[src/hdl/psa_pkg.sv]
// Package with constants and types for program space access addressing.
package psa_pkg;
  localparam int PSA_PC_W = 23;
  localparam int PSA_WORD_W = 24;
  localparam int PSA_DATA_W = 16;
  localparam int PSA_TPAGE_W = 8;
  localparam int PSA_RPAGE_W = 10;
  localparam int PSA_PADDR_W = 24;
  localparam logic [22:0] PSA_PC_RESET = 23'h00_0000;
  localparam logic [22:0] PSA_PC_STEP = 23'h00_0002;
  localparam logic [7:0] PSA_TPAGE_RESET = 8'h00;
  localparam logic [9:0] PSA_RPAGE_RESET = 10'h001;
  localparam logic [9:0] PSA_RPAGE_TRAP = 10'h000;
  localparam logic [9:0] PSA_RPAGE_PS_MIN = 10'h200;
  localparam logic [1:0] PSA_RPAGE_LSW = 2'h2;
  localparam logic [1:0] PSA_RPAGE_MSB = 2'h3;
  localparam int PSA_WIN_BIT = 15;
  // Flash regions: user and auxiliary.
  localparam logic PSA_REGION_USER = 1'b0;
  localparam logic PSA_REGION_AUX = 1'b1;
  localparam int PSA_AUX_SEL_BIT = 22;

  typedef enum logic [4:0] {
    PSA_OP_IDLE = 5'b00001,
    PSA_OP_FETCH = 5'b00010,
    PSA_OP_TABLE = 5'b00100,
    PSA_OP_WINDOW = 5'b01000,
    PSA_OP_TRAP = 5'b10000
  } psa_op_t;
endpackage

[src/hdl/psa_mem_if.sv]
// Interface bundling a program memory read port between modules.
`timescale 1ns/1ps
interface psa_mem_if;
  logic req;
  logic [22:0] word_addr;
  logic [23:0] rdata;
  logic valid;
  modport requester(output req, output word_addr, input rdata, input valid);
  modport responder(input req, input word_addr, output rdata, output valid);
endinterface

[src/hdl/psa_lane_select.sv]
// Byte lane selection for table and window reads of a 24-bit word.
`timescale 1ns/1ps
module psa_lane_select
  import psa_pkg::*;
(
  // Word and selection
  input wire logic [23:0] i_word,
  input wire logic i_high,
  input wire logic i_byte,
  input wire logic i_byte_sel,
  // Result
  output logic [15:0] o_data
);
  logic [15:0] half;
  always_comb begin
    // (RULE10) phantom byte zero
    half = i_high ? {8'h00, i_word[23:16]} : i_word[15:0];
    // (RULE9) byte lane select
    if (i_byte) begin
      o_data = i_byte_sel ? {8'h00, half[15:8]} : {8'h00, half[7:0]};
    end else begin
      o_data = half;
    end
  end
endmodule

[src/hdl/psa_addr_gen.sv]
// Program space address generation: fetch, table access and read window.
`timescale 1ns/1ps
// Summary of operation
// (RULE1) 4M x 24-bit space, 23-bit counter
// (RULE2) Counter steps by two, bit zero clear
// (RULE3) Byte select only for table, window
// (RULE4) Table page joins pointer into address
// (RULE5) Table page low eight bits, upper zero
// (RULE6) Read page ten bits, resets to 0x001
// (RULE7) Window read at page zero traps
// (RULE8) Low-word table access, word ignores LSb
// (RULE9) Byte low access picks lane by LSb
// (RULE10) High access upper byte, phantom reads zero
// (RULE11) Table writes fill write latches only
// (RULE12) Window address from 0x8000 plus page
// (RULE13) Windows of 32 Kbytes selectable
// (RULE14) Program window from page 0x200 up
// (RULE15) Window never writes program space
// (RULE16) Core loads read page by move
// (RULE17) Fetch other region during flash work
// (RULE18) Window program address from page, offset
// (RULE19) Page 9:8 picks low word or byte
// (RULE20) New page used by next access
module psa_addr_gen
  import psa_pkg::*;
(
  // Clock and reset
  input wire logic i_clock,
  input wire logic i_arst_n,
  // Instruction fetch
  input wire logic i_fetch_step,
  input wire logic i_fetch_load,
  input wire logic [22:0] i_fetch_target,
  // Page register writes
  input wire logic i_tpage_we,
  input wire logic i_rpage_we,
  input wire logic [15:0] i_page_wdata,
  // Table access
  input wire logic i_tbl_req,
  input wire logic i_tbl_write,
  input wire logic i_tbl_high,
  input wire logic i_tbl_byte,
  input wire logic [15:0] i_tbl_ptr,
  input wire logic [15:0] i_tbl_wdata,
  // Data window read
  input wire logic i_win_req,
  input wire logic i_win_byte,
  input wire logic [15:0] i_win_ea,
  // Flash state and memory
  input wire logic i_user_busy,
  input wire logic i_aux_busy,
  input wire logic [23:0] i_mem_rdata,
  // Core side results
  output logic [22:0] o_pc,
  output logic [15:0] o_table_page,
  output logic [15:0] o_window_read_page,
  output logic o_rd_valid,
  output logic [15:0] o_rd_data,
  output logic o_addr_trap,
  output logic o_ds_read,
  output logic [23:0] o_ds_addr,
  output logic o_fetch_stall,
  // Memory side
  output logic o_mem_req,
  output logic [23:0] o_mem_addr,
  output logic o_latch_we,
  output logic [23:0] o_latch_addr,
  output logic [15:0] o_latch_data,
  output logic [1:0] o_latch_lanes
);
  logic [22:0] pc;
  logic [7:0] tpage;
  logic [9:0] rpage;
  logic rd_high;
  logic rd_byte;
  logic rd_sel;
  logic rd_pend;
  logic [15:0] lane_data;
  psa_op_t op;

  function automatic logic region_of(input logic [22:0] a);
    region_of = a[PSA_AUX_SEL_BIT] ? PSA_REGION_AUX : PSA_REGION_USER;
  endfunction

  // (RULE4) table address join
  function automatic logic [23:0] tbl_addr(input logic [7:0] pg, input logic [15:0] p);
    tbl_addr = {pg, p};
  endfunction

  // The bundle mirrors the registered request so that every member of it has a driver.
  psa_mem_if mem ();
  assign mem.req = o_mem_req;
  assign mem.word_addr = o_mem_addr[23:1];
  assign mem.rdata = i_mem_rdata;
  assign mem.valid = rd_pend;

  psa_lane_select u_lane (
    .i_word(mem.rdata),
    .i_high(rd_high),
    .i_byte(rd_byte),
    .i_byte_sel(rd_sel),
    .o_data(lane_data)
  );

  // A fetch only stalls when its own region is busy; the other region keeps running.
  logic fetch_blocked;
  always_comb begin
    // (RULE17) region independent fetch
    fetch_blocked = (region_of(pc) == PSA_REGION_USER) ? i_user_busy : i_aux_busy;
  end

  // (RULE2) program counter step
  always_ff @(posedge i_clock or negedge i_arst_n) begin
    if (!i_arst_n) begin
      pc <= PSA_PC_RESET;
    end else if (i_fetch_load) begin
      // (RULE3) fetch LSb forced zero
      pc <= {i_fetch_target[22:1], 1'b0};
    end else if (i_fetch_step && !fetch_blocked) begin
      pc <= pc + PSA_PC_STEP;
    end
  end

  // (RULE5) table page storage
  always_ff @(posedge i_clock or negedge i_arst_n) begin
    if (!i_arst_n) begin
      tpage <= PSA_TPAGE_RESET;
    end else if (i_tpage_we) begin
      tpage <= i_page_wdata[7:0];
    end
  end

  // (RULE6) read page storage
  always_ff @(posedge i_clock or negedge i_arst_n) begin
    if (!i_arst_n) begin
      rpage <= PSA_RPAGE_RESET;
    end else if (i_rpage_we) begin
      rpage <= i_page_wdata[9:0];
    end
  end

  // Register reads; upper bits are unimplemented.
  always_ff @(posedge i_clock or negedge i_arst_n) begin
    if (!i_arst_n) begin
      o_table_page <= {8'h00, PSA_TPAGE_RESET};
      o_window_read_page <= {6'h00, PSA_RPAGE_RESET};
      o_pc <= PSA_PC_RESET;
    end else begin
      o_table_page <= {8'h00, tpage};
      o_window_read_page <= {6'h00, rpage};
      o_pc <= pc;
    end
  end

  // Request decode; window has priority below table, fetch below both on the same memory port.
  always_comb begin
    op = PSA_OP_IDLE;
    if (i_tbl_req) begin
      op = PSA_OP_TABLE;
    end else if (i_win_req && i_win_ea[PSA_WIN_BIT]) begin
      // (RULE7) page zero trap
      if (rpage == PSA_RPAGE_TRAP) begin
        op = PSA_OP_TRAP;
      end else begin
        op = PSA_OP_WINDOW;
      end
    end else if (i_fetch_step && !fetch_blocked) begin
      op = PSA_OP_FETCH;
    end
  end

  // Memory request and read steering; page registers are used as stored (RULE20 below).
  // (RULE20) current page used
  always_ff @(posedge i_clock or negedge i_arst_n) begin
    if (!i_arst_n) begin
      o_mem_req <= 1'b0;
      o_mem_addr <= 24'h00_0000;
      rd_pend <= 1'b0;
      rd_high <= 1'b0;
      rd_byte <= 1'b0;
      rd_sel <= 1'b0;
      o_addr_trap <= 1'b0;
      o_ds_read <= 1'b0;
      o_ds_addr <= 24'h00_0000;
      o_fetch_stall <= 1'b0;
    end else begin
      o_mem_req <= 1'b0;
      rd_pend <= 1'b0;
      o_addr_trap <= 1'b0;
      o_ds_read <= 1'b0;
      o_fetch_stall <= i_fetch_step && fetch_blocked;
      case (op)
        PSA_OP_FETCH: begin
          // (RULE1) 23-bit fetch address
          o_mem_req <= 1'b1;
          o_mem_addr <= {1'b0, pc[22:1], 1'b0};
        end
        PSA_OP_TABLE: begin
          if (!i_tbl_write) begin
            o_mem_req <= 1'b1;
            // (RULE8) word ignores LSb
            o_mem_addr <= tbl_addr(tpage, {i_tbl_ptr[15:1], 1'b0});
            rd_pend <= 1'b1;
            rd_high <= i_tbl_high;
            rd_byte <= i_tbl_byte;
            rd_sel <= i_tbl_ptr[0];
          end
        end
        PSA_OP_WINDOW: begin
          // (RULE14) program or data page
          if (rpage >= PSA_RPAGE_PS_MIN) begin
            o_mem_req <= 1'b1;
            // (RULE18) window program address
            o_mem_addr <= {1'b0, rpage[7:0], i_win_ea[14:1], 1'b0};
            rd_pend <= 1'b1;
            // (RULE19) low word or upper byte
            rd_high <= (rpage[9:8] == PSA_RPAGE_MSB);
            rd_byte <= i_win_byte || (rpage[9:8] == PSA_RPAGE_MSB);
            rd_sel <= (rpage[9:8] == PSA_RPAGE_MSB) ? 1'b0 : i_win_ea[0];
          end else begin
            // (RULE12) data page window
            o_ds_read <= 1'b1;
            // (RULE13) 32 Kbyte window
            o_ds_addr <= {rpage[8:0], i_win_ea[14:0]};
          end
        end
        PSA_OP_TRAP: begin
          o_addr_trap <= 1'b1;
        end
        PSA_OP_IDLE: begin
          o_mem_req <= 1'b0;
        end
        default: begin
          o_mem_req <= 1'b0;
        end
      endcase
    end
  end

  // Read data returns one cycle after the memory request.
  always_ff @(posedge i_clock or negedge i_arst_n) begin
    if (!i_arst_n) begin
      o_rd_valid <= 1'b0;
      o_rd_data <= 16'h0000;
    end else begin
      o_rd_valid <= mem.valid;
      if (mem.valid) begin
        o_rd_data <= lane_data;
      end
    end
  end

  // (RULE11) table write to latches
  always_ff @(posedge i_clock or negedge i_arst_n) begin
    if (!i_arst_n) begin
      o_latch_we <= 1'b0;
      o_latch_addr <= 24'h00_0000;
      o_latch_data <= 16'h0000;
      o_latch_lanes <= 2'b00;
    end else begin
      o_latch_we <= (op == PSA_OP_TABLE) && i_tbl_write;
      if ((op == PSA_OP_TABLE) && i_tbl_write) begin
        o_latch_addr <= {tpage, i_tbl_ptr[15:1], i_tbl_high};
        o_latch_data <= i_tbl_byte ? {2{i_tbl_wdata[7:0]}} : i_tbl_wdata;
        o_latch_lanes <= !i_tbl_byte ? 2'b11 : (i_tbl_ptr[0] ? 2'b10 : 2'b01);
      end
    end
  end
endmodule

[config.mk]
export PLATFORM = sky130hd
export DESIGN_NAME = psa_addr_gen
export DESIGN_NICKNAME = d
export VERILOG_FILES = /design/src/hdl/psa_pkg.sv /design/src/hdl/psa_mem_if.sv /design/src/hdl/psa_lane_select.sv /design/src/hdl/psa_addr_gen.sv
export SDC_FILE = /design/constraint.sdc
export NUM_CORES = 1
export LEC_CHECK = 0
export ABC_AREA = 1
export BUFFER_PORTS_ARGS = -buffer_cell sky130_fd_sc_hd__buf_2
export CORE_ASPECT_RATIO = 1.1
export CORE_UTILIZATION = 30
export CTS_BUF_LIST = sky130_fd_sc_hd__clkbuf_8 sky130_fd_sc_hd__clkbuf_16
export CTS_CLUSTER_DIAMETER = 100
export DETAILED_ROUTE_END_ITERATION = 10
export PLACE_DENSITY = 0.61
export SLEW_MARGIN = 20
export SYNTH_ARGS = -nofsm -noshare
export SYNTH_HDL_FRONTEND = slang
export SYNTH_SLANG_ARGS = --single-unit
[constraint.sdc]
create_clock -name i_clock -period 4.1 [get_ports i_clock]
set_clock_uncertainty 0.05 [all_clocks]
set_input_delay 0.82 -clock i_clock [delete_from_list [all_inputs] [get_ports i_clock]]
set_output_delay 0.82 -clock i_clock [all_outputs]
set_load 0.03 [all_outputs]
Word-level counts from Yosys, hierarchy flattened
Index checks and enable logic that the tools add are counted.
{"block": "op_classes", "bitwise_logic": 1, "n_lt_le_gt_ge": 1, "eq_ne": 7, "muxes": 34, "reduce_logical": 13, "n_addsub": 1}
{"cell": "24-bit case mux with 3 select lines", "count": 1}
{"cell": "16-bit two-way mux", "count": 3}
{"cell": "24-bit two-way mux", "count": 2}
{"cell": "23-bit two-way mux", "count": 2}
{"cell": "23-bit by 2-bit adder with 23-bit output (second input constant)", "count": 1}
{"cell": "5-bit two-way mux", "count": 3}
{"cell": "1-bit two-way mux", "count": 14}
{"cell": "10-bit greater-or-equal comparator (second input constant)", "count": 1}
{"cell": "10-bit logical NOT", "count": 1}
{"cell": "8-bit two-way mux", "count": 1}
{"cell": "1-bit case mux with 2 select lines", "count": 4}
{"cell": "2-bit two-way mux", "count": 3}
{"cell": "3-bit AND reduction", "count": 2}
{"cell": "5-bit by 2-bit equality test with 1-bit output (second input constant)", "count": 1}
{"cell": "5-bit by 3-bit equality test with 1-bit output (second input constant)", "count": 1}
{"cell": "5-bit by 4-bit equality test with 1-bit output (second input constant)", "count": 1}
{"cell": "5-bit equality test (second input constant)", "count": 1}
{"cell": "1-bit logical AND", "count": 4}
{"cell": "2-bit inequality test (second input constant)", "count": 2}
{"cell": "2-bit nonzero test", "count": 2}
{"cell": "1-bit case mux with 3 select lines", "count": 1}
{"cell": "3-bit nonzero test", "count": 1}
{"cell": "2-bit equality test (second input constant)", "count": 1}
{"cell": "2-bit AND reduction", "count": 1}
{"cell": "3 further kinds", "count": 3}
{"block": "totals", "word_cells": 79, "inputBits": 125, "register_bits": 198}

Logic depth before layout (Yosys ltp)
{"block": "logic_depth", "depth_word": 10, "mapped_depth": 11, "depth_no_buf": 10}

Hierarchy
Synthesis repeated with hierarchy kept, for this count alone.
{"block": "hier_totals", "cells_unflattened": 1029, "hier_area_um2": 8763.4}
{"module": "psa_addr_gen", "cells_each": 953, "area_each_um2": 8410.6, "seq_area_each_um2": 4882.2, "n_inst": 1}
{"module": "psa_lane_select", "cells_each": 76, "area_each_um2": 352.8, "seq_area_each_um2": 0.0, "n_inst": 1}

Least setup slack after synthesis
No wires, ideal clock.
{"block": "synth_timing", "path_type": "input -> register", "startpoint": "input port i_tbl_req", "endpoint": "register o_mem_addr[10]", "cell_stages": 8, "setup_ns": 0.117, "required_time_ns": 3.933, "setup_slack_ns": 2.205, "t_arrival_ns": 1.728, "cell_sequence": "buf_2 -> inv_2 -> or2_1 -> nand3_4 -> inv_2 -> buf_6 -> nand2_1 -> nand2_1"}
{"block": "synth_via", "elab_chain_cells": 4, "word_cells_on_any_way": 9}
{"element": "start, declared", "line_no": "psa_addr_gen.sv:39", "text": "input wire logic i_tbl_req,"}
{"element": "5-bit two-way mux *", "line_no": "psa_addr_gen.sv:158", "text": "if (i_tbl_req) begin"}
{"element": "5-bit by 4-bit equality test with 1-bit output (tied with other cells)", "line_no": "psa_addr_gen.sv:192", "text": "case (op)"}
{"element": "2-bit inequality test (no line) or 3-bit nonzero test (tied branches)"}
{"element": "3-bit AND reduction (no line)"}
{"element": "end signal, assigned", "line_no": "psa_addr_gen.sv:196", "text": "o_mem_addr <= {1'b0, pc[22:1], 1'b0};"}
{"element": "end signal, assigned", "line_no": "psa_addr_gen.sv:202", "text": "o_mem_addr <= tbl_addr(tpage, {i_tbl_ptr[15:1], 1'b0});"}
{"element": "end signal, assigned", "line_no": "psa_addr_gen.sv:214", "text": "o_mem_addr <= {1'b0, rpage[7:0], i_win_ea[14:1], 1'b0};"}
{"element": "end, declared", "line_no": "psa_addr_gen.sv:65", "text": "output logic [23:0] o_mem_addr,"}
Every way passes the cells marked *; elsewhere a longest branch is shown, timed or not.
A chain may end at the register's enable or synchronous reset.

Worst setup path in the final report
{"block": "layout_timing", "startpoint": "input port i_tbl_req", "endpoint": "register o_mem_addr[9]"}
The elaborated chain is that of the path after synthesis.

==> out/summary.txt <==
Ys Warns -> 0
Fmax -> 384 MHz
Final critical-path required period -> 2600 ps
TritonCTS clock tree -> done
Setup violators final -> 0
Largest family of logic cells by synthesized area -> simple AND/OR/NAND/NOR gates
Initial Util -> 30.5%
Clock Sinks -> 195
Largest net degree at the start of global routing -> 86
Worst-case clock buffer depth -> 2
Routed len/inst -> 15.6 microns
IO Pins -> 292
GRT Total Usage -> 17.9%
DRT Wirelength -> 25.6 mm
Area growth, synth to finish -> 25.8%
Critical Path RT -> 4380 ps
Critical path class -> in -> reg
CTS resizes -> 0
GR Overflow Total -> 0
Die area -> 0.0289 sq mm
Rel. slew slack -> 50.5%
Simple-gate share of the synthesized area -> 26.4%
Final GP Congestion -> 0.837
Worst-skew pair later-pin latency -> 450 ps
Syn Inst Count -> 1015
Setup TNS -> 0 ps
Tcrit/Tclk final -> 63.5%
Post-place setup slack -> 995 ps
Synthesized cell area -> 0.00847 sq mm
Max incr delay on CP -> 470 ps
Worst min-delay path category -> reg -> reg
CP Capture Type -> flop
Final hold vios -> 0
Max-slew violation count -> 0
Root Driver -> clkbuf_16
Die X-Extent -> 162 microns
Synthesized-area fraction occupied by adder cells -> 0.148%
Row Count -> 64
Power per cell area -> 516 mW/mm^2
Crit-path slowest cell -> buf_2
Status -> finished clean
Unrepaired setup endpoints after global routing -> no
Port Buf Inserts -> 268
CTS buffer count -> 17
Max-Cap Viols -> 0
Post-DR vias/cell -> 4.49
Final Power -> 5.50 mW
Vias in the first global route -> 6958
Seq/Total Area, Yosys -> 57.6%
Utilization after layout -> 38.4%
Worst slew pin tran -> 743 ps
Post-detail-place hpwl -> 18.7 mm
Post-CTS Setup Inserts -> 0
Post-synthesis xor/xnor area fraction -> 1.03%
Initial DRC Count -> 497
Post-synthesis compound-gate area fraction -> 7.25%
Layout cells sized above 1 -> 25.8%
Final ANT Viol Nets -> 0
Hold-fix buffers, CTS -> 0
TritonRoute pass-1 iters -> 4
IR Drop Worst-Case VDD -> 0.198 mV
Nets -> 1390
Synth Register Bits -> 195
Worst Setup Slack, final -> 1500 ps
Cell Count, Final, Fillers Out -> 1643
Count of different cell masters after synthesis -> 36
H-tree lvl count -> 4
Core area -> 0.0278 sq mm
Clock transition at path regs -> 80 ps
CP startpoint kind -> input pin
Global-route wire length before repair -> 39.4 mm
Syn Area/Cell -> 8.35 sq um
Fillers -> 2919
Commonest non-fill, non-tap cell in the layout -> nand2_1
WP data arrival -> 2880 ps
Leakage Power -> 5.81 nW
Critical Path Fanout Max -> 26
Most frequent cells in the layout -> nand2_1 (423), buf_2 (267), dfrtp_1 (193)
Mux share of post-synthesis cell area -> 0%
Worst reg2reg setup slack -> 1730 ps
Detailed-route via count -> 7375
# DRC -> 0
Die height -> 178 microns
CP cell instances -> buf_2 -> inv_2 -> or2_1 -> nand3_4 -> inv_2 -> nand2_1 -> nand2_1
Placed Cells -> 1608
Antenna violations before repair -> 2
[kinds of logic (layout without fill, tap and decap cells)]
family / Yosys count / after routing
fa+ha+maj: 1 / 1
compound gates: 113 / 113
other cells: 1 / 19
xor+xnor: 10 / 10
simple gates: 555 / 555
flops: 195 / 195
buf+inv: 140 / 387
[routing by layer]
metal	global-route usage (%)	vias up	share of wire [%]
met5	0	-	0.051
met4	6.45	2	1.7
met3	3.81	26	5.5
met2	28.9	222	48
met1	23.6	3475	45
li1	-	3650	-
[state kept, by name (all words and copies together) (netlist names), 2 cells and up]
register            flops
o_rd_data              16
rpage                  10
tpage                   8
o_pc                   22
o_latch_lanes           2
o_table_page            8
o_latch_data           16
o_latch_addr           24
o_mem_addr             23
o_ds_addr              24
pc                     22
o_window_read_page     10
[cells in the mapped netlist]
master,count,share of area [%]
nand2_1,424,19
dfrtp_1,193,57
inv_1,73,3.2
nand3_1,61,3.6
nor2_1,50,2.2
o21ai_0,43,2.5
a21oi_1,30,1.8
buf_4,20,1.8
clkbuf_1,18,0.80
buf_2,16,0.95
o21ai_1,16,0.95
o22ai_1,9,0.66
xor2_1,8,0.83
inv_2,6,0.27
nor2_2,6,0.44
o211ai_1,6,0.53
o21bai_1,4,0.35
clkinv_1,3,0.13
nand3_2,3,0.35
a31oi_1,2,0.15
buf_1,2,0.089
buf_6,2,0.27
dfstp_2,2,0.62
nand2_2,2,0.15
nand3b_1,2,0.18
nor3_1,2,0.12
or2_1,2,0.15
xnor2_1,2,0.21
a21o_1,1,0.089
a21oi_2,1,0.10
conb_1,1,0.044
ha_1,1,0.15
nand3_4,1,0.21
nand4_1,1,0.074
nor2_4,1,0.13
o221ai_1,1,0.10
[cell type report]
type / count / area [sq um] / area share [%]
multi-input combinational: 695 / 3010 / 28.3
inverter: 82 / 309 / 2.90
tap: 363 / 454 / 4.26
clock buffer: 18 / 439 / 4.12
antenna: 3 / 7.51 / 0.0704
timing repair buffer: 273 / 1400 / 13.1
sequential: 195 / 4880 / 45.8
clock inverter: 14 / 156 / 1.47
[per-stage QoR]
stage,hold WS (ps),cell area [sq um]
2_1_floorplan,304,8530
3_3_place_gp,311,10100
3_5_place_dp,321,10100
4_1_cts,332,10700
5_1_grt,336,10700
6_report,330,10700
[where the power goes]
part           total (mW)  switching, mW  leakage [nW]  internal [mW]
clock network        1.73          0.838         0.293          0.888
logic                1.37          0.997          3.13          0.378
registers            2.40          0.197          2.39           2.21
total                5.50           2.03          5.81           3.47
[worst paths after layout]
check,cells past startpoint,startpoint,end
setup / recovery,7,i_tbl_req,o_mem_addr[9]
hold / removal,0,rpage[0],o_window_read_page[0]
setup reg to reg,9,rpage[9],o_mem_addr[21]
hold reg to reg,0,rpage[0],o_window_read_page[0]
max in group asynchronous,2,i_arst_n,o_rd_data[3]
min in group asynchronous,1,i_arst_n,o_pc[17]
[worst max-delay path: cells and delay by family]
kind          cells  cell delay [ps]
simple gates      4              870
buf+inv           3             1160
(Power assumes the default switching activity.)
